--- src/hdl/dspacc_pkg.sv ---
// Shared constants, encodings and carrier types of the accumulator datapath.
package dspacc_pkg;
	// ==========================================================================
	// Register map (byte addresses on the AXI4-Lite slave).
	// ==========================================================================
	localparam logic [7:0] OFS_CFG = 8'h00;
	localparam logic [7:0] OFS_TRAP = 8'h04;
	localparam logic [7:0] OFS_STAT = 8'h08;
	localparam logic [7:0] OFS_ACCA_LO = 8'h0C;
	localparam logic [7:0] OFS_ACCA_HI = 8'h10;
	localparam logic [7:0] OFS_ACCB_LO = 8'h14;
	localparam logic [7:0] OFS_ACCB_HI = 8'h18;
	localparam logic [7:0] OFS_WBPTR = 8'h1C;
	// ==========================================================================
	// Field positions and reset values.
	// ==========================================================================
	localparam int CFG_ACC_A_CLIP_ENABLE_BIT = 7;
	localparam int CFG_ACC_B_CLIP_ENABLE_BIT = 6;
	localparam int CFG_STORE_CLIP_ENABLE_BIT = 5;
	localparam int CFG_WIDTH_BIT = 4;
	localparam int CFG_RND_BIT = 1;
	localparam logic [7:0] CFG_MASK = 8'hF2;
	localparam logic [7:0] CFG_RESET = 8'h20;
	localparam int TRAP_GA_BIT = 0;
	localparam int TRAP_GB_BIT = 1;
	localparam int TRAP_FATAL_BIT = 2;
	localparam logic [2:0] TRAP_RESET = 3'h0;
	localparam int STAT_GUARD_A_BIT = 0;
	localparam int STAT_GUARD_B_BIT = 1;
	localparam int STAT_CLIP_A_BIT = 2;
	localparam int STAT_CLIP_B_BIT = 3;
	localparam int STAT_EITHER_GUARD_BIT = 4;
	localparam int STAT_EITHER_CLIP_BIT = 5;
	localparam logic [5:0] STAT_RESET = 6'h00;
	localparam logic [15:0] WBPTR_RESET = 16'h0000;
	// ==========================================================================
	// Saturation limits, rounding and store clipping values.
	// ==========================================================================
	localparam logic [39:0] SAT40_POS = 40'h7F_FFFF_FFFF;
	localparam logic [39:0] SAT40_NEG = 40'h80_0000_0000;
	localparam logic [39:0] SAT32_POS = 40'h00_7FFF_FFFF;
	localparam logic [39:0] SAT32_NEG = 40'h00_8000_0000;
	localparam logic [15:0] ROUND_HALF = 16'h8000;
	localparam logic [23:0] STORE_POS_LIMIT = 24'h00_7FFF;
	localparam logic [23:0] STORE_NEG_LIMIT = 24'hFF_8000;
	localparam logic [15:0] Q15_MAX = 16'h7FFF;
	localparam logic [15:0] Q15_MIN = 16'h8000;
	localparam logic [15:0] WB_STEP = 16'h0002;
	localparam logic [1:0] RESP_OKAY = 2'b00;
	localparam logic [1:0] RESP_SLVERR = 2'b10;
	// ==========================================================================
	// Operation encodings and carriers.
	// ==========================================================================
	typedef enum logic [2:0] {
		OP_NONE = 3'b000,
		OP_ADD = 3'b001,
		OP_SUB = 3'b010,
		OP_STORE = 3'b011,
		OP_STORE_RND = 3'b100,
		OP_SHIFT = 3'b101
	} dspacc_op_kind_t;
	typedef enum logic [2:0] {
		CLS_MAC = 3'b000,
		CLS_MPY = 3'b001,
		CLS_MPY_NEG = 3'b010,
		CLS_SQDIFF = 3'b011,
		CLS_SQDIFF_ACC = 3'b100
	} dspacc_class_t;
	typedef struct packed {
		logic valid;
		dspacc_op_kind_t kind;
		dspacc_class_t cls;
		logic target_b;
		logic zero_in;
		logic [39:0] operand;
		logic wb_en;
		logic wb_indirect;
		logic [15:0] store_addr;
		logic signed [5:0] shift_amt;
		logic shift_from_xbus;
		logic shift_arith;
		logic [15:0] xbus_data;
	} dspacc_op_t;
	typedef struct packed {
		logic valid;
		logic [15:0] addr;
		logic [15:0] data;
	} dspacc_xw_t;
	typedef struct packed {
		logic valid;
		logic [39:0] data;
		logic [15:0] word;
	} dspacc_shift_t;
endpackage

--- src/hdl/dspacc_core.sv ---
// Accumulator datapath with saturation, rounding, store clipping and register slave.
`timescale 1ns/1ns
// Function
// - Adder adds true data, subtracts complemented data.
// - Guard flag set when bits 39..32 differ.
// - Guard flags rewritten on every adder pass.
// - Guard overflow with enable raises warning trap.
// - Clip flags sticky, cleared only by software.
// - Clip flag marks bit 31/39 overflow.
// - Unsaturated catastrophic overflow traps when enabled.
// - Status shows OR of guard and clip flags.
// - Saturation uses result, flags, enables, width select.
// - 40-bit mode loads extreme 40-bit values.
// - 32-bit mode loads 1.31 limits, no guard flags.
// - Without saturation accumulator wraps, clip flag set.
// - Plain MAC class writes back non-target word.
// - Write-back direct or indirect with post-increment.
// - Round stage selects mode or truncates.
// - Conventional rounding increments on low word >= 0x8000.
// - Convergent tie increments only when bit 16 set.
// - Stores truncated or rounded; write-back always rounded.
// - Store clipping limits to 1.15 range, sign bit 39.
// - Without store clipping data pass unmodified.
// - One-cycle shift up to 31 bits, signed amount.
// - Forty-bit shifter with X bus placement.
// - Per-accumulator saturation enables act independently.
module dspacc_core (
	// Clock and reset.
	input wire logic aclk,
	input wire logic aresetn,
	// Operation request from the instruction sequencer.
	input wire dspacc_pkg::dspacc_op_t op,
	// Results towards the X bus and the shift consumer, then the trap request and status flags.
	output dspacc_pkg::dspacc_xw_t xw,
	output dspacc_pkg::dspacc_shift_t shift_out,
	output logic arith_trap_req,
	output logic [5:0] status_flags,
	// AXI4-Lite write channels.
	input wire logic s_axi_awvalid,
	output logic s_axi_awready,
	input wire logic [7:0] s_axi_awaddr,
	input wire logic s_axi_wvalid,
	output logic s_axi_wready,
	input wire logic [31:0] s_axi_wdata,
	input wire logic [3:0] s_axi_wstrb,
	output logic s_axi_bvalid,
	input wire logic s_axi_bready,
	output logic [1:0] s_axi_bresp,
	// AXI4-Lite read channels.
	input wire logic s_axi_arvalid,
	output logic s_axi_arready,
	input wire logic [7:0] s_axi_araddr,
	output logic s_axi_rvalid,
	input wire logic s_axi_rready,
	output logic [31:0] s_axi_rdata,
	output logic [1:0] s_axi_rresp
);
	import dspacc_pkg::*;

	// ==========================================================================
	// State and wires.
	// ==========================================================================
	logic [7:0] cfg; // Core configuration: saturation, width, store clip, rounding.
	logic [2:0] trap_en; // Trap control enables.
	logic [39:0] acc_a; // Accumulator A.
	logic [39:0] acc_b; // Accumulator B.
	logic [15:0] wb_ptr; // Write-back pointer.
	logic aw_full; // Write address held.
	logic w_full; // Write data held.
	logic [7:0] waddr; // Held write address.
	logic [31:0] wdata_q; // Held write data.
	logic [3:0] wstrb_q; // Held write strobes.
	logic aw_take, w_take, do_write, b_done, ar_take;
	logic next_aw_full, next_w_full, next_bvalid, next_rvalid;
	logic wr_hit, rd_hit;
	logic [31:0] rd_data;
	logic alu_go, is_sub, sat_en, width32;
	logic [39:0] tgt, other, a_side, b_side, next_acc;
	logic [40:0] sum41; // One extra bit keeps the true sign past bit 39.
	logic ovf39, ovf31, guard_ovf, sum_neg;
	logic guard_hit, clip_hit, fatal_hit;
	logic clr_a, clr_b;
	logic [5:0] next_status;
	logic wb_go, st_go, do_round;
	logic [39:0] store_src;
	logic [15:0] store_word;
	logic [39:0] shift_wide;

	// ==========================================================================
	// Round and store clipping helpers.
	// ==========================================================================
	// The tie case differs between the two modes; the sum keeps the guard byte for clipping.
	function automatic logic [23:0] round_word(input logic [39:0] acc, input logic en, input logic conv);
		logic inc;
		inc = 1'b0;
		if (en && conv && acc[15:0] == ROUND_HALF) begin
			inc = acc[16];
		end else if (en) begin
			inc = acc[15];
		end
		return acc[39:16] + {23'h00_0000, inc};
	endfunction

	// Clipping never touches the accumulator itself, only the word on its way out.
	function automatic logic [15:0] clip_word(input logic [23:0] val, input logic neg, input logic en);
		if (en && !neg && val > STORE_POS_LIMIT) begin
			return Q15_MAX;
		end else if (en && neg && val < STORE_NEG_LIMIT) begin
			return Q15_MIN;
		end
		return val[15:0];
	endfunction

	// ==========================================================================
	// Adder, overflow detection and saturation.
	// ==========================================================================
	assign alu_go = op.valid && (op.kind == OP_ADD || op.kind == OP_SUB);
	assign is_sub = (op.kind == OP_SUB);
	assign tgt = op.target_b ? acc_b : acc_a;
	assign other = op.target_b ? acc_a : acc_b;
	// Each accumulator has its own enable; the width select is shared.
	assign sat_en = op.target_b ? cfg[CFG_ACC_B_CLIP_ENABLE_BIT] : cfg[CFG_ACC_A_CLIP_ENABLE_BIT];
	assign width32 = cfg[CFG_WIDTH_BIT];

	// Subtraction feeds complemented data with the borrow-in held inactive (carry high).
	always_comb begin
		a_side = op.zero_in ? 40'h0 : tgt;
		b_side = is_sub ? ~op.operand : op.operand;
		sum41 = {a_side[39], a_side} + {b_side[39], b_side} + {40'h0, is_sub};
		sum_neg = sum41[40];
		ovf39 = sum41[40] ^ sum41[39];
		ovf31 = ~((&sum41[40:31]) | ~(|sum41[40:31]));
		guard_ovf = ~((&sum41[39:32]) | ~(|sum41[39:32]));
	end

	// Mode decision: 40-bit saturation, 32-bit saturation, or wrap with catastrophic flag.
	always_comb begin
		next_acc = sum41[39:0];
		guard_hit = guard_ovf;
		clip_hit = 1'b0;
		fatal_hit = 1'b0;
		if (sat_en && !width32) begin
			clip_hit = ovf39;
			if (ovf39) begin
				next_acc = sum_neg ? SAT40_NEG : SAT40_POS;
			end
		end else if (sat_en) begin
			guard_hit = 1'b0;
			clip_hit = ovf31;
			if (ovf31) begin
				next_acc = sum_neg ? SAT32_NEG : SAT32_POS;
			end
		end else begin
			clip_hit = ovf39;
			fatal_hit = ovf39;
		end
	end

	// Accumulators only change on an adder pass; stores and shifts leave them alone.
	always_ff @(posedge aclk) begin
		if (!aresetn) begin
			acc_a <= 40'h0;
			acc_b <= 40'h0;
		end else if (alu_go && op.target_b) begin
			acc_b <= next_acc;
		end else if (alu_go) begin
			acc_a <= next_acc;
		end
	end

	// ==========================================================================
	// Status flags and trap request.
	// ==========================================================================
	assign clr_a = do_write && waddr == OFS_STAT && wstrb_q[0] && wdata_q[STAT_CLIP_A_BIT];
	assign clr_b = do_write && waddr == OFS_STAT && wstrb_q[0] && wdata_q[STAT_CLIP_B_BIT];

	// The clear is applied first so that a same-cycle overflow still leaves the flag set.
	always_comb begin
		next_status = status_flags;
		if (alu_go && !op.target_b) begin
			next_status[STAT_GUARD_A_BIT] = guard_hit;
		end
		if (alu_go && op.target_b) begin
			next_status[STAT_GUARD_B_BIT] = guard_hit;
		end
		if (clr_a) begin
			next_status[STAT_CLIP_A_BIT] = 1'b0;
		end
		if (clr_b) begin
			next_status[STAT_CLIP_B_BIT] = 1'b0;
		end
		if (alu_go && !op.target_b && clip_hit) begin
			next_status[STAT_CLIP_A_BIT] = 1'b1;
		end
		if (alu_go && op.target_b && clip_hit) begin
			next_status[STAT_CLIP_B_BIT] = 1'b1;
		end
		next_status[STAT_EITHER_GUARD_BIT] = next_status[STAT_GUARD_A_BIT] | next_status[STAT_GUARD_B_BIT];
		next_status[STAT_EITHER_CLIP_BIT] = next_status[STAT_CLIP_A_BIT] | next_status[STAT_CLIP_B_BIT];
	end

	// Flags are held in the status output register itself.
	always_ff @(posedge aclk) begin
		if (!aresetn) begin
			status_flags <= STAT_RESET;
		end else begin
			status_flags <= next_status;
		end
	end

	// One trap pulse per offending adder pass; the sequencer decides what to do with it.
	always_ff @(posedge aclk) begin
		if (!aresetn) begin
			arith_trap_req <= 1'b0;
		end else begin
			arith_trap_req <= alu_go && ((guard_hit && trap_en[op.target_b ? TRAP_GB_BIT : TRAP_GA_BIT])
				|| (fatal_hit && trap_en[TRAP_FATAL_BIT]));
		end
	end

	// ==========================================================================
	// Round, store clipping and write-back.
	// ==========================================================================
	// Write-back reads the non-target accumulator before this pass updates anything.
	assign wb_go = alu_go && op.wb_en && op.cls == CLS_MAC;
	assign st_go = op.valid && (op.kind == OP_STORE || op.kind == OP_STORE_RND);
	assign store_src = st_go ? tgt : other;
	assign do_round = wb_go || op.kind == OP_STORE_RND;
	assign store_word = clip_word(round_word(store_src, do_round, cfg[CFG_RND_BIT]), store_src[39], cfg[CFG_STORE_CLIP_ENABLE_BIT]);

	// Hardware pointer updates take precedence over a software write in the same cycle.
	always_ff @(posedge aclk) begin
		if (!aresetn) begin
			xw <= '0;
			wb_ptr <= WBPTR_RESET;
		end else begin
			xw.valid <= 1'b0;
			if (st_go) begin
				xw <= {1'b1, op.store_addr, store_word};
			end else if (wb_go && op.wb_indirect) begin
				xw <= {1'b1, wb_ptr, store_word};
				wb_ptr <= wb_ptr + WB_STEP;
			end else if (wb_go) begin
				wb_ptr <= store_word;
			end else if (do_write && waddr == OFS_WBPTR) begin
				if (wstrb_q[0]) begin
					wb_ptr[7:0] <= wdata_q[7:0];
				end
				if (wstrb_q[1]) begin
					wb_ptr[15:8] <= wdata_q[15:8];
				end
			end
		end
	end

	// ==========================================================================
	// Barrel shifter.
	// ==========================================================================
	dspacc_shifter u_shifter (
		.acc_src(tgt),
		.xbus_data(op.xbus_data),
		.from_xbus(op.shift_from_xbus),
		.amt(op.shift_amt),
		.arith(op.shift_arith),
		.result(shift_wide)
	);

	// The whole shift completes in the cycle it is issued; the narrow word suits MCU shifts.
	always_ff @(posedge aclk) begin
		if (!aresetn) begin
			shift_out <= '0;
		end else begin
			shift_out.valid <= op.valid && op.kind == OP_SHIFT;
			shift_out.data <= shift_wide;
			shift_out.word <= (op.shift_amt > 0) ? shift_wide[31:16] : shift_wide[15:0];
		end
	end

	// ==========================================================================
	// AXI4-Lite slave.
	// ==========================================================================
	assign aw_take = s_axi_awvalid && s_axi_awready;
	assign w_take = s_axi_wvalid && s_axi_wready;
	assign do_write = aw_full && w_full && !s_axi_bvalid;
	assign b_done = s_axi_bvalid && s_axi_bready;
	assign ar_take = s_axi_arvalid && s_axi_arready;
	assign next_aw_full = (aw_full || aw_take) && !do_write;
	assign next_w_full = (w_full || w_take) && !do_write;
	assign next_bvalid = (s_axi_bvalid && !b_done) || do_write;
	assign next_rvalid = (s_axi_rvalid && !s_axi_rready) || ar_take;
	// Accumulators are read-only here; writes to them answer with an error.
	assign wr_hit = waddr inside {OFS_CFG, OFS_TRAP, OFS_STAT, OFS_WBPTR};

	// Address and data are taken independently, in either order.
	always_ff @(posedge aclk) begin
		if (!aresetn) begin
			aw_full <= 1'b0;
			w_full <= 1'b0;
			s_axi_awready <= 1'b0;
			s_axi_wready <= 1'b0;
			s_axi_bvalid <= 1'b0;
			s_axi_bresp <= RESP_OKAY;
		end else begin
			aw_full <= next_aw_full;
			w_full <= next_w_full;
			s_axi_bvalid <= next_bvalid;
			s_axi_awready <= !next_aw_full && !next_bvalid;
			s_axi_wready <= !next_w_full && !next_bvalid;
			if (do_write) begin
				s_axi_bresp <= wr_hit ? RESP_OKAY : RESP_SLVERR;
			end
		end
	end

	// Capture registers need no reset; they are only read once both halves have arrived.
	always_ff @(posedge aclk) begin
		if (aw_take) begin
			waddr <= s_axi_awaddr;
		end
		if (w_take) begin
			wdata_q <= s_axi_wdata;
			wstrb_q <= s_axi_wstrb;
		end
	end

	// Configuration and trap enables; every field lives in byte lane zero.
	always_ff @(posedge aclk) begin
		if (!aresetn) begin
			cfg <= CFG_RESET;
			trap_en <= TRAP_RESET;
		end else if (do_write && wstrb_q[0]) begin
			if (waddr == OFS_CFG) begin
				cfg <= wdata_q[7:0] & CFG_MASK;
			end
			if (waddr == OFS_TRAP) begin
				trap_en <= wdata_q[2:0];
			end
		end
	end

	// Read decode; unmapped addresses read zero with an error response.
	always_comb begin
		rd_hit = 1'b1;
		unique case (s_axi_araddr)
			OFS_CFG: rd_data = {24'h00_0000, cfg};
			OFS_TRAP: rd_data = {29'h0, trap_en};
			OFS_STAT: rd_data = {26'h0, status_flags};
			OFS_ACCA_LO: rd_data = acc_a[31:0];
			OFS_ACCA_HI: rd_data = {24'h00_0000, acc_a[39:32]};
			OFS_ACCB_LO: rd_data = acc_b[31:0];
			OFS_ACCB_HI: rd_data = {24'h00_0000, acc_b[39:32]};
			OFS_WBPTR: rd_data = {16'h0000, wb_ptr};
			default: begin
				rd_data = 32'h0000_0000;
				rd_hit = 1'b0;
			end
		endcase
	end

	// Read data are sampled when the address is taken and held until accepted.
	always_ff @(posedge aclk) begin
		if (!aresetn) begin
			s_axi_arready <= 1'b0;
			s_axi_rvalid <= 1'b0;
			s_axi_rdata <= 32'h0000_0000;
			s_axi_rresp <= RESP_OKAY;
		end else begin
			s_axi_rvalid <= next_rvalid;
			s_axi_arready <= !next_rvalid;
			if (ar_take) begin
				s_axi_rdata <= rd_data;
				s_axi_rresp <= rd_hit ? RESP_OKAY : RESP_SLVERR;
			end
		end
	end

	// ==========================================================================
	// Assertions.
	// ==========================================================================
	a_sat40_value: assert property (
		@(posedge aclk) disable iff (!aresetn)
		alu_go && !op.target_b && cfg[CFG_ACC_A_CLIP_ENABLE_BIT] && !width32 && ovf39 && !sum_neg
		|=> acc_a == SAT40_POS && status_flags[STAT_CLIP_A_BIT])
		else $error("Accumulator A missed positive 40-bit saturation.");
	a_sat32_noguard: assert property (
		@(posedge aclk) disable iff (!aresetn)
		alu_go && op.target_b && cfg[CFG_ACC_B_CLIP_ENABLE_BIT] && width32
		|=> !status_flags[STAT_GUARD_B_BIT] && (!$past(ovf31) || acc_b == SAT32_POS || acc_b == SAT32_NEG))
		else $error("Accumulator B misbehaved in 32-bit saturation.");
	a_wrap_catastro: assert property (
		@(posedge aclk) disable iff (!aresetn)
		alu_go && !op.target_b && !cfg[CFG_ACC_A_CLIP_ENABLE_BIT] && ovf39
		|=> acc_a == $past(sum41[39:0]) && status_flags[STAT_CLIP_A_BIT] && status_flags[STAT_EITHER_CLIP_BIT])
		else $error("Accumulator A did not wrap with clip flag set.");
	a_clip_sticky: assert property (
		@(posedge aclk) disable iff (!aresetn)
		$fell(status_flags[STAT_CLIP_A_BIT]) |-> $past(clr_a))
		else $error("Clip flag A cleared without a software write.");
	a_fatal_trap: assert property (
		@(posedge aclk) disable iff (!aresetn)
		alu_go && !sat_en && ovf39 && trap_en[TRAP_FATAL_BIT] |=> arith_trap_req ##1 !arith_trap_req || alu_go)
		else $error("Catastrophic overflow raised no trap.");
	a_guard_trap: assert property (
		@(posedge aclk) disable iff (!aresetn)
		alu_go && !op.target_b && guard_hit && trap_en[TRAP_GA_BIT]
		|=> arith_trap_req && status_flags[STAT_GUARD_A_BIT] && status_flags[STAT_EITHER_GUARD_BIT])
		else $error("Guard overflow on A raised no trap.");
	a_wb_postinc: assert property (
		@(posedge aclk) disable iff (!aresetn)
		wb_go && op.wb_indirect |=> xw.valid && wb_ptr == $past(wb_ptr) + WB_STEP && xw.addr == $past(wb_ptr))
		else $error("Indirect write-back did not store and advance the pointer.");
	a_round_conv: assert property (
		@(posedge aclk) disable iff (!aresetn)
		st_go && op.kind == OP_STORE_RND && !cfg[CFG_RND_BIT] && !cfg[CFG_STORE_CLIP_ENABLE_BIT]
		|=> xw.valid && xw.data == $past(tgt[31:16]) + {15'h0, $past(tgt[15])})
		else $error("Conventional rounded store gave a wrong word.");
	a_clear_loses: assert property (
		@(posedge aclk) disable iff (!aresetn)
		clr_b && alu_go && op.target_b && clip_hit |=> status_flags[STAT_CLIP_B_BIT])
		else $error("Software clear overrode a new clip event.");
endmodule // dspacc_core

--- src/hdl/dspacc_shifter.sv ---
// Forty-bit signed-amount barrel shifter of the accumulator datapath.
`timescale 1ns/1ns
module dspacc_shifter (
	// Operand sources.
	input wire logic [39:0] acc_src,
	input wire logic [15:0] xbus_data,
	input wire logic from_xbus,
	// Shift control; positive amounts shift right.
	input wire logic signed [5:0] amt,
	input wire logic arith,
	// Result.
	output logic [39:0] result
);
	logic [39:0] operand;
	logic [4:0] mag;
	logic [7:0] ext;

	// X bus data sits in the middle word for right shifts and at the bottom for left shifts.
	always_comb begin
		ext = (arith && xbus_data[15]) ? 8'hFF : 8'h00;
		mag = (amt < 0) ? 5'(-amt) : 5'(amt);
		if (!from_xbus) begin
			operand = acc_src;
		end else if (amt > 0) begin
			operand = {ext, xbus_data, 16'h0000};
		end else begin
			operand = {24'h00_0000, xbus_data};
		end
		if (amt > 0) begin
			result = arith ? 40'($signed(operand) >>> mag) : (operand >> mag);
		end else begin
			result = operand << mag;
		end
	end
endmodule // dspacc_shifter

--- config.mk ---
export PLATFORM = sky130hd
export DESIGN_NAME = dspacc_core
export DESIGN_NICKNAME = d
export VERILOG_FILES = /design/src/hdl/dspacc_pkg.sv /design/src/hdl/dspacc_core.sv /design/src/hdl/dspacc_shifter.sv
export SDC_FILE = /design/constraint.sdc
export NUM_CORES = 1
export LEC_CHECK = 0
export ABC_CLOCK_PERIOD_IN_PS = 8000
export BUFFER_PORTS_ARGS = -buffer_cell sky130_fd_sc_hd__buf_2
export CAP_MARGIN = 20
export CORE_AREA = 5 5 231 233
export DETAILED_ROUTE_END_ITERATION = 6
export DIE_AREA = 0 0 236 238
export GPL_TIMING_DRIVEN = 0
export MAX_ROUTING_LAYER = met4
export PLACE_DENSITY = 0.69
export SYNTH_ARGS = -nofsm -noshare
export SYNTH_HDL_FRONTEND = slang
export SYNTH_SLANG_ARGS = --single-unit
--- constraint.sdc ---
create_clock -name aclk -period 8 [get_ports aclk]
set_clock_uncertainty 0.05 [all_clocks]
set_input_delay 0.8 -clock aclk [delete_from_list [all_inputs] [get_ports aclk]]
set_output_delay 0.8 -clock aclk [all_outputs]
set_load 0.05 [all_outputs]
## Word level (Yosys, flattened, before mapping)

Index checks and enable logic that the tools add are counted.

| storage, ports and cells | value |
|---|---|
| register bits | 270 |
| input bits | 150 |
| output and inout bits | 138 |
| logic and storage cells | 197 |

| cells by class | value |
|---|---|
| add/subtract/negate cells | 5 |
| magnitude comparators | 5 |
| equal/unequal tests | 16 |
| shift-type cells | 3 |
| mux-type cells | 53 |
| bitwise gates (word level) | 12 |
| reductions and logical operators | 76 |

Operator list:

| cell | number |
|---|---|
| $mux W40 | 14 |
| $pmux W32 S8 | 1 |
| $mux W16 | 7 |
| $mux W33 | 2 |
| $add A40 B40 Y41 | 1 |
| $add A41 B1 Y41 | 1 |
| $eq A8 B5 Y1 const B | 5 |
| $not A40 Y40 | 1 |
| $shl A40 B5 Y40 | 1 |
| $shr A40 B5 Y40 | 1 |
| $sshr A40 B5 Y40 | 1 |
| $logic_and A1 B1 Y1 | 39 |
| $mux W32 | 1 |
| $add A24 B1 Y24 | 1 |
| $eq A8 B4 Y1 const B | 3 |
| $gt A24 B15 Y1 const B | 1 |
| $lt A24 B24 Y1 const B | 1 |
| $mux W8 | 3 |
| $mux W1 | 21 |
| $add A16 B2 Y16 const B | 1 |
| $eq A16 B16 Y1 const B | 1 |
| $eq A8 B3 Y1 const B | 2 |
| $logic_not A8 Y1 | 2 |
| $reduce_or A8 Y1 | 2 |
| other kinds (24) | 57 |

## Logic depth before layout (Yosys ltp)

Gate-level depths: netlist of the first run.

| depth | value |
|---|---|
| word-level depth | 17 |
| depth in mapped cells | 25 |
| gate-level depth less buffers | 19 |

## Cells and area by module

Synthesis of the first run repeated with hierarchy kept, for this count alone.

| unflattened totals | value |
|---|---|
| cell total of the unflattened synthesis | 2735 |
| area total of the unflattened synthesis | 21416.8 µm² |

By module, submodules not included:

| module | instances | cells each | area each (µm²) | seq. area each (µm²) |
|---|---|---|---|---|
| dspacc_core | 1 | 1830 | 15310.9 | 5625.4 |
| dspacc_shifter | 1 | 905 | 6105.9 | 0.0 |

## Worst setup path before layout of the first run

Ideal clock, no wire load.

| path | value |
|---|---|
| path type | in2reg |
| start point | in op[83] in the netlist's numbering |
| end point | reg acc_a[1] |
| setup time | 0.074 ns |
| arrival | 6.225 ns |
| data required time | 7.876 ns |
| slack | 1.651 ns |
| stages | 22 |
| path buffers | 7 |
| path through | buf_2 buf_2 buf_1 mux2i_1 nor2_1 ha_1 clkbuf_1 nand2_1 nor4_1 o211ai_1 a31o_2 a21oi_1 o32a_1 clkbuf_1 inv_1 ha_1 nor3_1 and2_1 clkbuf_1 buf_1 nor2_1 a31oi_1 |

| between the ends | value |
|---|---|
| word-level cells in the longest chain between the ends | 10 |
| elaborated cells between the ends (all ways) | 20 |
| those cells by class | add/sub: 2; mux: 9; bitwise: 4; reduce/logical: 5 |

Ends and longest elaborated chain:

| item | line | RTL |
|---|---|---|
| start, declared | dspacc_core.sv:32 | `input wire dspacc_pkg::dspacc_op_t op,` |
| $mux W40 | dspacc_core.sv:119 | `assign tgt = op.target_b ? acc_b : acc_a;` |
| $mux W40 | dspacc_core.sv:127 | `a_side = op.zero_in ? 40'h0 : tgt;` |
| $add A40 B40 Y41 | dspacc_core.sv:129 | `sum41 = {a_side[39], a_side} + {b_side[39], b_side} + {40'h0, is_sub};` |
| $add A41 B1 Y41 | dspacc_core.sv:129 |  |
| $reduce_or A10 Y1 | dspacc_core.sv:132 | `ovf31 = ~((&sum41[40:31]) \| ~(\|sum41[40:31]));` |
| $not A1 Y1 | dspacc_core.sv:132 |  |
| $or A1 B1 Y1 | dspacc_core.sv:132 |  |
| $mux W40 | dspacc_core.sv:150 | `if (ovf31) begin` |
| $mux W40 | dspacc_core.sv:147 | `end else if (sat_en) begin` |
| $mux W40 | dspacc_core.sv:142 | `if (sat_en && !width32) begin` |
| end signal, assigned | dspacc_core.sv:167 | `acc_a <= next_acc;` |
| end, declared | dspacc_core.sv:65 | `logic [39:0] acc_a;` |

Several ways; a longest one is shown, not always the timed one.
A chain may end at the register's enable or synchronous reset.

## Worst setup path in the final report of the first run

| path | value |
|---|---|
| start point | in op[83] in the netlist's numbering |
| end point | reg acc_b[3] |

| between the ends | value |
|---|---|
| word-level cells in the longest chain between the ends | 10 |
| elaborated cells between the ends (all ways) | 18 |
| those cells by class | add/sub: 2; mux: 9; bitwise: 3; reduce/logical: 4 |

Ends and longest elaborated chain:

| item | line | RTL |
|---|---|---|
| $mux W40 | dspacc_core.sv:119 |  |
| $mux W40 | dspacc_core.sv:127 |  |
| $add A40 B40 Y41 | dspacc_core.sv:129 |  |
| $add A41 B1 Y41 | dspacc_core.sv:129 |  |
| $reduce_or A10 Y1 | dspacc_core.sv:132 |  |
| $not A1 Y1 | dspacc_core.sv:132 |  |
| $or A1 B1 Y1 | dspacc_core.sv:132 |  |
| $mux W40 | dspacc_core.sv:150 |  |
| $mux W40 | dspacc_core.sv:147 |  |
| $mux W40 | dspacc_core.sv:142 |  |
| end signal, assigned | dspacc_core.sv:165 | `acc_b <= next_acc;` |
| end, declared | dspacc_core.sv:66 | `logic [39:0] acc_b;` |

Several ways; a longest one is shown, not always the timed one.

==> results of run 1 <==
-- power groups by stage --
stage                     Sequential (mW)  Combinational (mW)  Clock [mW]
after floorplan                      1.64               0.694           0
after global placement               1.50                1.30           0
after detailed placement             1.50                1.29           0
after CTS                            1.48                1.29        1.38
after global routing                 1.48                1.40        1.44
final                                1.48                1.34        1.38
-- synth_stat cells (7+ instances only) --
cell type	number	share of area, %
a211oi_1	44	1.6
a21o_1	15	0.56
a21oi_1	226	5.6
a221oi_1	18	0.78
a222oi_1	10	0.50
a22oi_1	27	1.0
a311oi_1	20	0.87
a31o_2	8	0.35
a31oi_1	35	1.1
and2_1	16	0.50
and3_1	26	0.81
buf_1	33	0.62
buf_2	12	0.30
clkbuf_1	168	3.1
dfxtp_1	242	24
edfxtp_1	26	3.9
ha_1	47	2.9
inv_1	26	0.49
mux2_2	22	1.2
mux2i_1	218	11
nand2_1	244	4.6
nand2b_1	20	0.62
nand3_1	88	2.2
nand4_1	28	0.87
nor2_1	335	6.3
nor2b_1	10	0.31
nor3_1	45	1.1
nor3b_1	7	0.26
nor4_1	13	0.40
o211ai_1	39	1.5
o21a_1	20	0.75
o21ai_0	199	5.0
o21bai_1	13	0.49
o221a_2	14	0.78
o22ai_1	47	1.5
o311ai_0	9	0.39
o31ai_1	11	0.41
o32ai_1	14	0.61
or2_2	15	0.47
or3_1	21	0.65
or4_1	10	0.37
xnor2_1	46	2.0
xor2_1	77	3.4
-- worst paths after layout --
kind                                       from           end  slack (ns)
worst max-delay path                     op[83]      acc_b[3]        0.50
worst min register to register           w_full  s_axi_wready        0.40
worst max register to register        acc_b[25]      acc_a[1]        1.50
worst min-delay path            s_axi_wdata[11]   wdata_q[11]        0.35
-- sequential cells by signal, summed over array words and instances, names as in the netlist, 2 cells and up --
| register | cells |
|---|---|
| shift_out | 57 |
| acc_a | 40 |
| acc_b | 40 |
| xw | 33 |
| s_axi_rdata | 32 |
| wb_ptr | 16 |
| wdata_q | 16 |
| waddr | 8 |
| status_flags | 6 |
| cfg | 5 |
| trap_en | 3 |
| wstrb_q | 2 |
-- cells by family after synthesis --
| family | Yosys count |
|---|---|
| simple gates | 901 |
| other cells | 1 |
| xor+xnor | 123 |
| compound gates | 822 |
| buf+inv | 245 |
| flops | 268 |
| fa+ha+maj | 48 |
| mux | 242 |
-- worst reg2reg max path, delay by kind of cell, from the launching register on --
family                   cells  cell delay [ns]
buffers and inverters        6             1.80
AND/OR/NAND/NOR              6             1.58
AO/OA/AOI/OAI                5             1.26
multiplexers                 1             0.78
adder cells (fa/ha/maj)      2             0.67
flip-flops                   1             0.30
-- layer usage --
layer | global-route usage [%] | routed length [um] | vias up
met1 | 41.29 | 38680 | 10880
met5 | - | 0 | -
met4 | 19.18 | 7223 | 0
met3 | 6.010 | 8694 | 411
met2 | 54.19 | 44630 | 1477
li1 | - | - | 10370
-- area by class of cell --
class	instances	area, um^2	share of cell area [%]
Buffer	217	850.8	3.649
Sequential cell	268	5625	24.13
Clock buffer	40	840.8	3.606
Clock inverter	14	135.1	0.5796
Inverter	28	105.1	0.4508
Timing Repair Buffer	266	1334	5.720
Tap cell	680	850.8	3.649
Multi-Input combinational cell	2138	13570	58.22
-- placed cells by master, fill, tap and decap left out, types with 11 or more instances in the layout --
master,n
nor2_1,335
buf_2,277
nand2_1,244
dfxtp_1,242
a21oi_1,226
mux2i_1,212
o21ai_0,199
clkbuf_1,173
nand3_1,88
xor2_1,77
o22ai_1,47
ha_1,47
xnor2_1,46
nor3_1,44
a211oi_1,44
o211ai_1,39
a31oi_1,35
clkbuf_16,32
buf_1,31
nand4_1,28
a22oi_1,27
inv_1,26
and3_1,26
edfxtp_1,26
mux2_2,22
or3_1,21
nand2b_1,20
o21a_1,20
a311oi_1,20
a221oi_1,18
and2_1,16
a21o_1,15
or2_2,15
o221a_2,14
o32ai_1,14
nor4_1,13
o21bai_1,13
o31ai_1,11
-- through the flow --
step	setup slack [ns]	util, %
after CTS	0.1832	45.65
final	0.4965	45.73
after global placement	-0.6611	43.71
after global routing	0.2018	45.73
after detailed placement	-0.7083	43.72
after floorplan	1.651	-
==> impl_results.md, run 1 <==
* Area of the die at between 0.05 and 0.06 mm^2
* Compound-Gate Fraction of Synth Area at a little over a quarter
* Combinational share of power at approximately a third
* Post-DP Area at between 0.02 and 0.025 mm^2
* Chip width at 236 um
* Clock power share at between 30% and 40%
* Status: completed
* I/O Pins at ~290
* Sequential element share of the synthesized area at between 20% and 30%
* Area of the core at just over 0.05 mm^2
* DRC violations left at 0
* Htree depth at 1
* Setup Viol. Count Final at 0
* Final worst path period need at roughly 7.5 ns
* MaxCap Viol Count at 0
* Antenna Cells at 0
* Final period util at a little over nine tenths
* CTS tree: built
* Placed insts at ~3600
* TNS Setup at 0 ns
* Routed length per instance at ~27 um
* Total setup buffers inserted after CTS at 0
* Clk sinks at about 270
* R2R depth at 20
* Number of global-route vias before repair at about 22000
* Fmax at ~130 MHz
* Relative slew slack at 18.09%
* Die Span Y at about 240 um
* Multiplexer area fraction after synthesis at about an eighth
* HPWL after DPL at around 80 mm
* Post-synth EDFFs at 26
* Resized cells post-CTS at 1
* Total power at 4.196 mW
* Main combinational cell family by area after synthesis: compound AO/OA/AOI/OAI gates
* Post-Syn Instances at ~2700
* Fill count at around 5300
* Buffers on Ports at approximately 260
* Num CTS Buffers at 30
* Layout cells sized above 1 at ~14%
* Cell Rows at 83
* Worst Path Buf+Inv at 9
* Largest net degree at the start of global routing at 21
* Ys flop type: dfxtp_1
* Final nets at approximately 3100
* CP endpoint kind: flip-flop
* Clock-pin slew on the worst setup and hold paths at 0.06 ns
* Cell Area, Synth at 0.02011 mm^2
* Unrepaired setup endpoints after global routing: false
* PwrDens at 180.0 mW/mm^2
* Post-Synth Simple-Gate Area at between 20% and 30%
* Skew-Pair Late Insertion Delay at about 0.57 ns
* Via Count at roughly 23000
* Initial DRC count at around 2900
* Initial Util at between 30% and 40%
* CP Cell Sequence: buf_2 -> buf_2 -> buf_2 -> clkbuf_2 -> mux2i_1 -> nor2_1 -> ha_1 -> clkbuf_1 -> a21oi_1 -> o21ai_0 -> a211o_1 -> a31oi_1 -> a21oi_1 -> o32a_1 -> clkbuf_2 -> inv_1 -> ha_1 -> inv_1 -> or2_2 -> or4_4 -> and4_4 -> clkbuf_1 -> a211oi_1 -> a21oi_1
* XOR/XNOR Fraction of Synth Area at approximately 5.4%
* Hold_ws at around 0.35 ns
* VDD IR-drop max at 157.9 uV
* Area Overhead vs Synth at 15.93%
* Cts hold-fix bufs at 0
* Distinct cells, synth at between 80 and 90
* CP startpoint kind: primary input
* Root Buffer Master: clkbuf_16
* Vias per cell at between 6 and 7
* Setup Crit Path Kind: primary input to flip-flop
* Sequential group share of total power at a little over a third
* Crit path depth at 24
* Drt first pass iters at 7
* Post-synth ARST share at 0%
* Final Hold Viols at 0
* First-pass GRT wire length at 144.4 mm
* Crit path max fanout at 10
* Cell Count, Final, Fillers Out at between 3000 and 4000
* Sw frac at 37.84%
* Min-Delay Path Class: primary input to flip-flop
* CP peak stage delay at roughly 0.6 ns
* Global route overflow at 0
* Synth warn at 0
* Critical-path top delay cell: a211oi_1
* GPL Wtd Cong at ~1.1
* Post-route ant nets at 0
* Reported net switching power at between 1.5 and 2 mW
* Leakage at 9.436 nW
* Delay-heaviest family, CP: compound AO/OA/AOI/OAI gates
* GR Util All Layers at 34.17%
* Design area at around 0.023 mm^2
* Worst-Margin Slew at between 1 and 1.5 ns
* Detailed Route WL at 99.22 mm
* Clk buf depth at 3
* Syn Area/Cell at approximately 7.6 um^2
* Worst EP required at ~8.4 ns
* Internal at roughly 2.6 mW
* WHS Path Cells at 1
* Worst EP arrival at 7.88 ns
* #FFs+latches synth at between 200 and 300
* Initial antenna violation count at 0
* Synth Area in Adders at between 3 and 4%
* Final Max Slew Viols at 0
Power figures use the tool's default switching activity.
==> run 2: changes to the inputs <==
--- a/config.mk
+++ b/config.mk
@@ -5,15 +5,18 @@
 export SDC_FILE = /design/constraint.sdc
 export NUM_CORES = 1
 export LEC_CHECK = 0
-export ABC_CLOCK_PERIOD_IN_PS = 8000
+export ABC_CLOCK_PERIOD_IN_PS = 6800
 export BUFFER_PORTS_ARGS = -buffer_cell sky130_fd_sc_hd__buf_2
 export CAP_MARGIN = 20
-export CORE_AREA = 5 5 231 233
+export CELL_PAD_IN_SITES_DETAIL_PLACEMENT = 2
+export CELL_PAD_IN_SITES_GLOBAL_PLACEMENT = 2
+export CORE_AREA = 5 5 269 271
 export DETAILED_ROUTE_END_ITERATION = 6
-export DIE_AREA = 0 0 236 238
+export DIE_AREA = 0 0 274 276
 export GPL_TIMING_DRIVEN = 0
 export MAX_ROUTING_LAYER = met4
-export PLACE_DENSITY = 0.69
+export PLACE_DENSITY = 0.87
 export SYNTH_ARGS = -nofsm -noshare
 export SYNTH_HDL_FRONTEND = slang
+export SYNTH_HIERARCHICAL = 1
 export SYNTH_SLANG_ARGS = --single-unit
==> constraint.sdc (replaced) <==
create_clock -name aclk -period 6.8 [get_ports aclk]
set_clock_uncertainty 0.05 [all_clocks]
set_input_delay 0.68 -clock aclk [delete_from_list [all_inputs] [get_ports aclk]]
set_output_delay 0.68 -clock aclk [all_outputs]
set_load 0.05 [all_outputs]
==> impl_results.md, run 2 <==
* Post-synth EDFFs at 26
* Post-synth top area share at between 20% and 30%
* TNS Setup at 0 ns
* Post-synth ARST share at 0%
* Status: completed
* Crit path max fanout at 10
* VDD IR-drop max at approximately 190 uV
* Worst-Margin Slew at roughly 1.2 ns
* Final period util at a little over nine tenths
* Clk sinks at 268
* Final nets at between 3000 and 4000
* First-pass GRT wire length at just under 200 mm
* Htree depth at 1
* #FFs+latches synth at approximately 270
* Initial antenna violation count at 4
* Layout cells sized above 1 at around 17%
* Multi-input gate area at 0.01483 mm^2
* PwrDens at just over 200 mW/mm^2
* Clock-pin slew on the worst setup and hold paths at ~0.080 ns
* Cts hold-fix bufs at 0
* Setup Viol. Count Final at 0
* Die Span Y at about 280 um
* Via Count at roughly 26000
* Num CTS Buffers at 28
* I/O Pins at 288
* Relative slew slack at ~17%
* Synth cell count leaders: nor2_1, nand2_1, dfxtp_1
* GPL Wtd Cong at 1.049
* Area of the die at between 0.07 and 0.08 mm^2
* Final Max Slew Viols at 0
* Distinct cells, synth at 100
* Global route overflow at 0
* Syn Area/Cell at 7.831 um^2
* Sequential element share of the synthesized area at a little over a quarter
* FF-to-FF setup slack at about 0.82 ns
* Cell Rows at 97
* Min-Delay Path Class: primary input to flip-flop
* Biggest regs: shift_out (57), acc_a (40), acc_b (40)
* Top-count cell post-synth: nor2_1
* Synth warn at 6
* Cell Area, Synth at around 0.021 mm^2
* Max FFs per register at 57
* Number of global-route vias before repair at approximately 27000
* HPWL after DPL at just over 100 mm
* Total power at between 5 and 6 mW
* Final Hold Viols at 0
* Initial Util at a little under a third
* Buffers on Ports at about 260
* Post-Syn Instances at approximately 2700
* Most frequent cells in the layout: buf_2, nor2_1, nand2_1, dfxtp_1, a21oi_1
* Fill count at 8100
* Routed length per instance at between 30 and 40 um
* CP endpoint kind: flip-flop
* DRC violations left at 0
* Worst EP required at between 7 and 8 ns
* Drt first pass iters at 6
* Area of the core at about 0.070 mm^2
* Synth area leaders: dfxtp_1, mux2i_1, nor2_1
* CP startpoint kind: primary input
* Fmax at ~150 MHz
* Reg with most FFs: shift_out
* Largest net degree at the start of global routing at 21
* Root Buffer Master: clkbuf_16
* Commonest non-fill, non-tap cell in the layout: buf_2
* GR Util All Layers at between 30% and 40%
* FF+latch area at about 0.0056 mm^2
* Vias per cell at approximately 6.5
* MaxCap Viol Count at 0
* Clk buf depth at 3
* Initial DRC count at a little under 3000
* CTS tree: built
* Largest area contributor in the netlist: dfxtp_1
* Chip width at 274 um
* Detailed Route WL at between 100 and 150 mm
* Ys flop type: dfxtp_1
* Area Overhead vs Synth at 16.84%
* Post-route ant nets at 0
* Skew-Pair Late Insertion Delay at around 0.65 ns
* Setup Crit Path Kind: primary input to flip-flop
* Final worst path period need at 6.627 ns
* Leakage at about 10 nW
* Worst EP arrival at around 7.2 ns
==> run 2: cell types whose count changed after synthesis, sizes merged, moves of 31 or more <==
cell / delta
a22oi: +31
and2: +46
buf: +39
clkbuf: -45
mux2: +44
mux2i: -47
nor2b: +46
o21ai: -38
==> run 2: path summary, 6_finish.rpt <==
path	start	to	cells past startpoint
max	op[83]	acc_b[19]	23
min	s_axi_wdata[3]	wdata_q[3]	1
max reg2reg	acc_b[32]	acc_b[19]	19
min reg2reg	xw[27]	xw[27]	2
==> run 2: metal layers <==
metal | part of all wire (%) | routed length, um | track usage (%)
met4 | 5.8 | 7788 | 15.92
met1 | 41 | 54770 | 44.12
met2 | 44 | 59540 | 52.82
met3 | 9.4 | 12660 | 5.931
met5 | 0 | 0 | -
==> run 2: power breakdown <==
group,internal [mW],switching (mW),leakage (nW)
registers,1.67,0.0671,2.21
clock network,0.859,0.756,0.442
logic,0.497,1.30,7.19
==> run 2: cell type report <==
cell class	count	area share [%]
inverters	31	0.4650
repair buffers	277	5.640
diodes	6	0.06000
clock inverters	16	0.6200
multi-input cells	2226	59.28
clock buffers	36	3.000
flip-flops and latches	268	22.48
well taps	940	4.700
plain buffers	210	3.750
==> run 2: metrics by stage <==
stage / hold slack, ns / instances / worst slack (ns) / instance area [um^2] / utilization [%]
finish: 0.1629 / 4010 / 0.1730 / 25020 / 35.98
global route: 0.1624 / 4008 / -0.002155 / 25020 / 35.97
CTS: 0.1576 / 4000 / 0.01590 / 24930 / 35.85
detailed placement: 0.4175 / 3946 / -1.535 / 23960 / 34.45
global placement: 0.3948 / 3940 / -1.101 / 23920 / 34.39
floorplan: 0.3721 / 2736 / 0.7695 / 21420 / -
==> run 2: cell families (layout without fill, tap and decap cells) <==
group	Yosys count	in the layout	synth area share, %
AOI/OAI and AO/OA	867	867	27.81
xor gates and xnor gates	123	123	5.135
adders and majority gates	48	48	2.839
buffers and inverters	242	570	4.884
DFF	268	268	26.27
muxes	245	245	12.32
other	1	8	0.01751
and+or+nand+nor	941	941	20.73
==> run 2: worst max-delay path, cell delays in order <==
cell	delay, ns
buf_4	0.18
clkbuf_2	0.29
buf_2	0.33
clkbuf_2	0.36
mux2_2	0.47
nor2b_1	0.21
ha_1	0.32
clkbuf_1	0.19
a21oi_1	0.40
o21ai_0	0.26
a21o_1	0.24
a21o_1	0.19
nand2_1	0.12
o211ai_1	0.13
a211oi_2	0.52
inv_1	0.22
ha_1	0.26
nand2_1	0.06
nor3_1	0.13
o31ai_2	0.55
nand2b_1	0.26
clkbuf_1	0.44
o221a_2	0.32
==> run 2: timing repair <==
item	CTS	global route
pin swaps	1	0
gates resized for setup	13	18
hold endpoints to repair	0	0
setup buffers	2	0
setup endpoints to repair	101	99
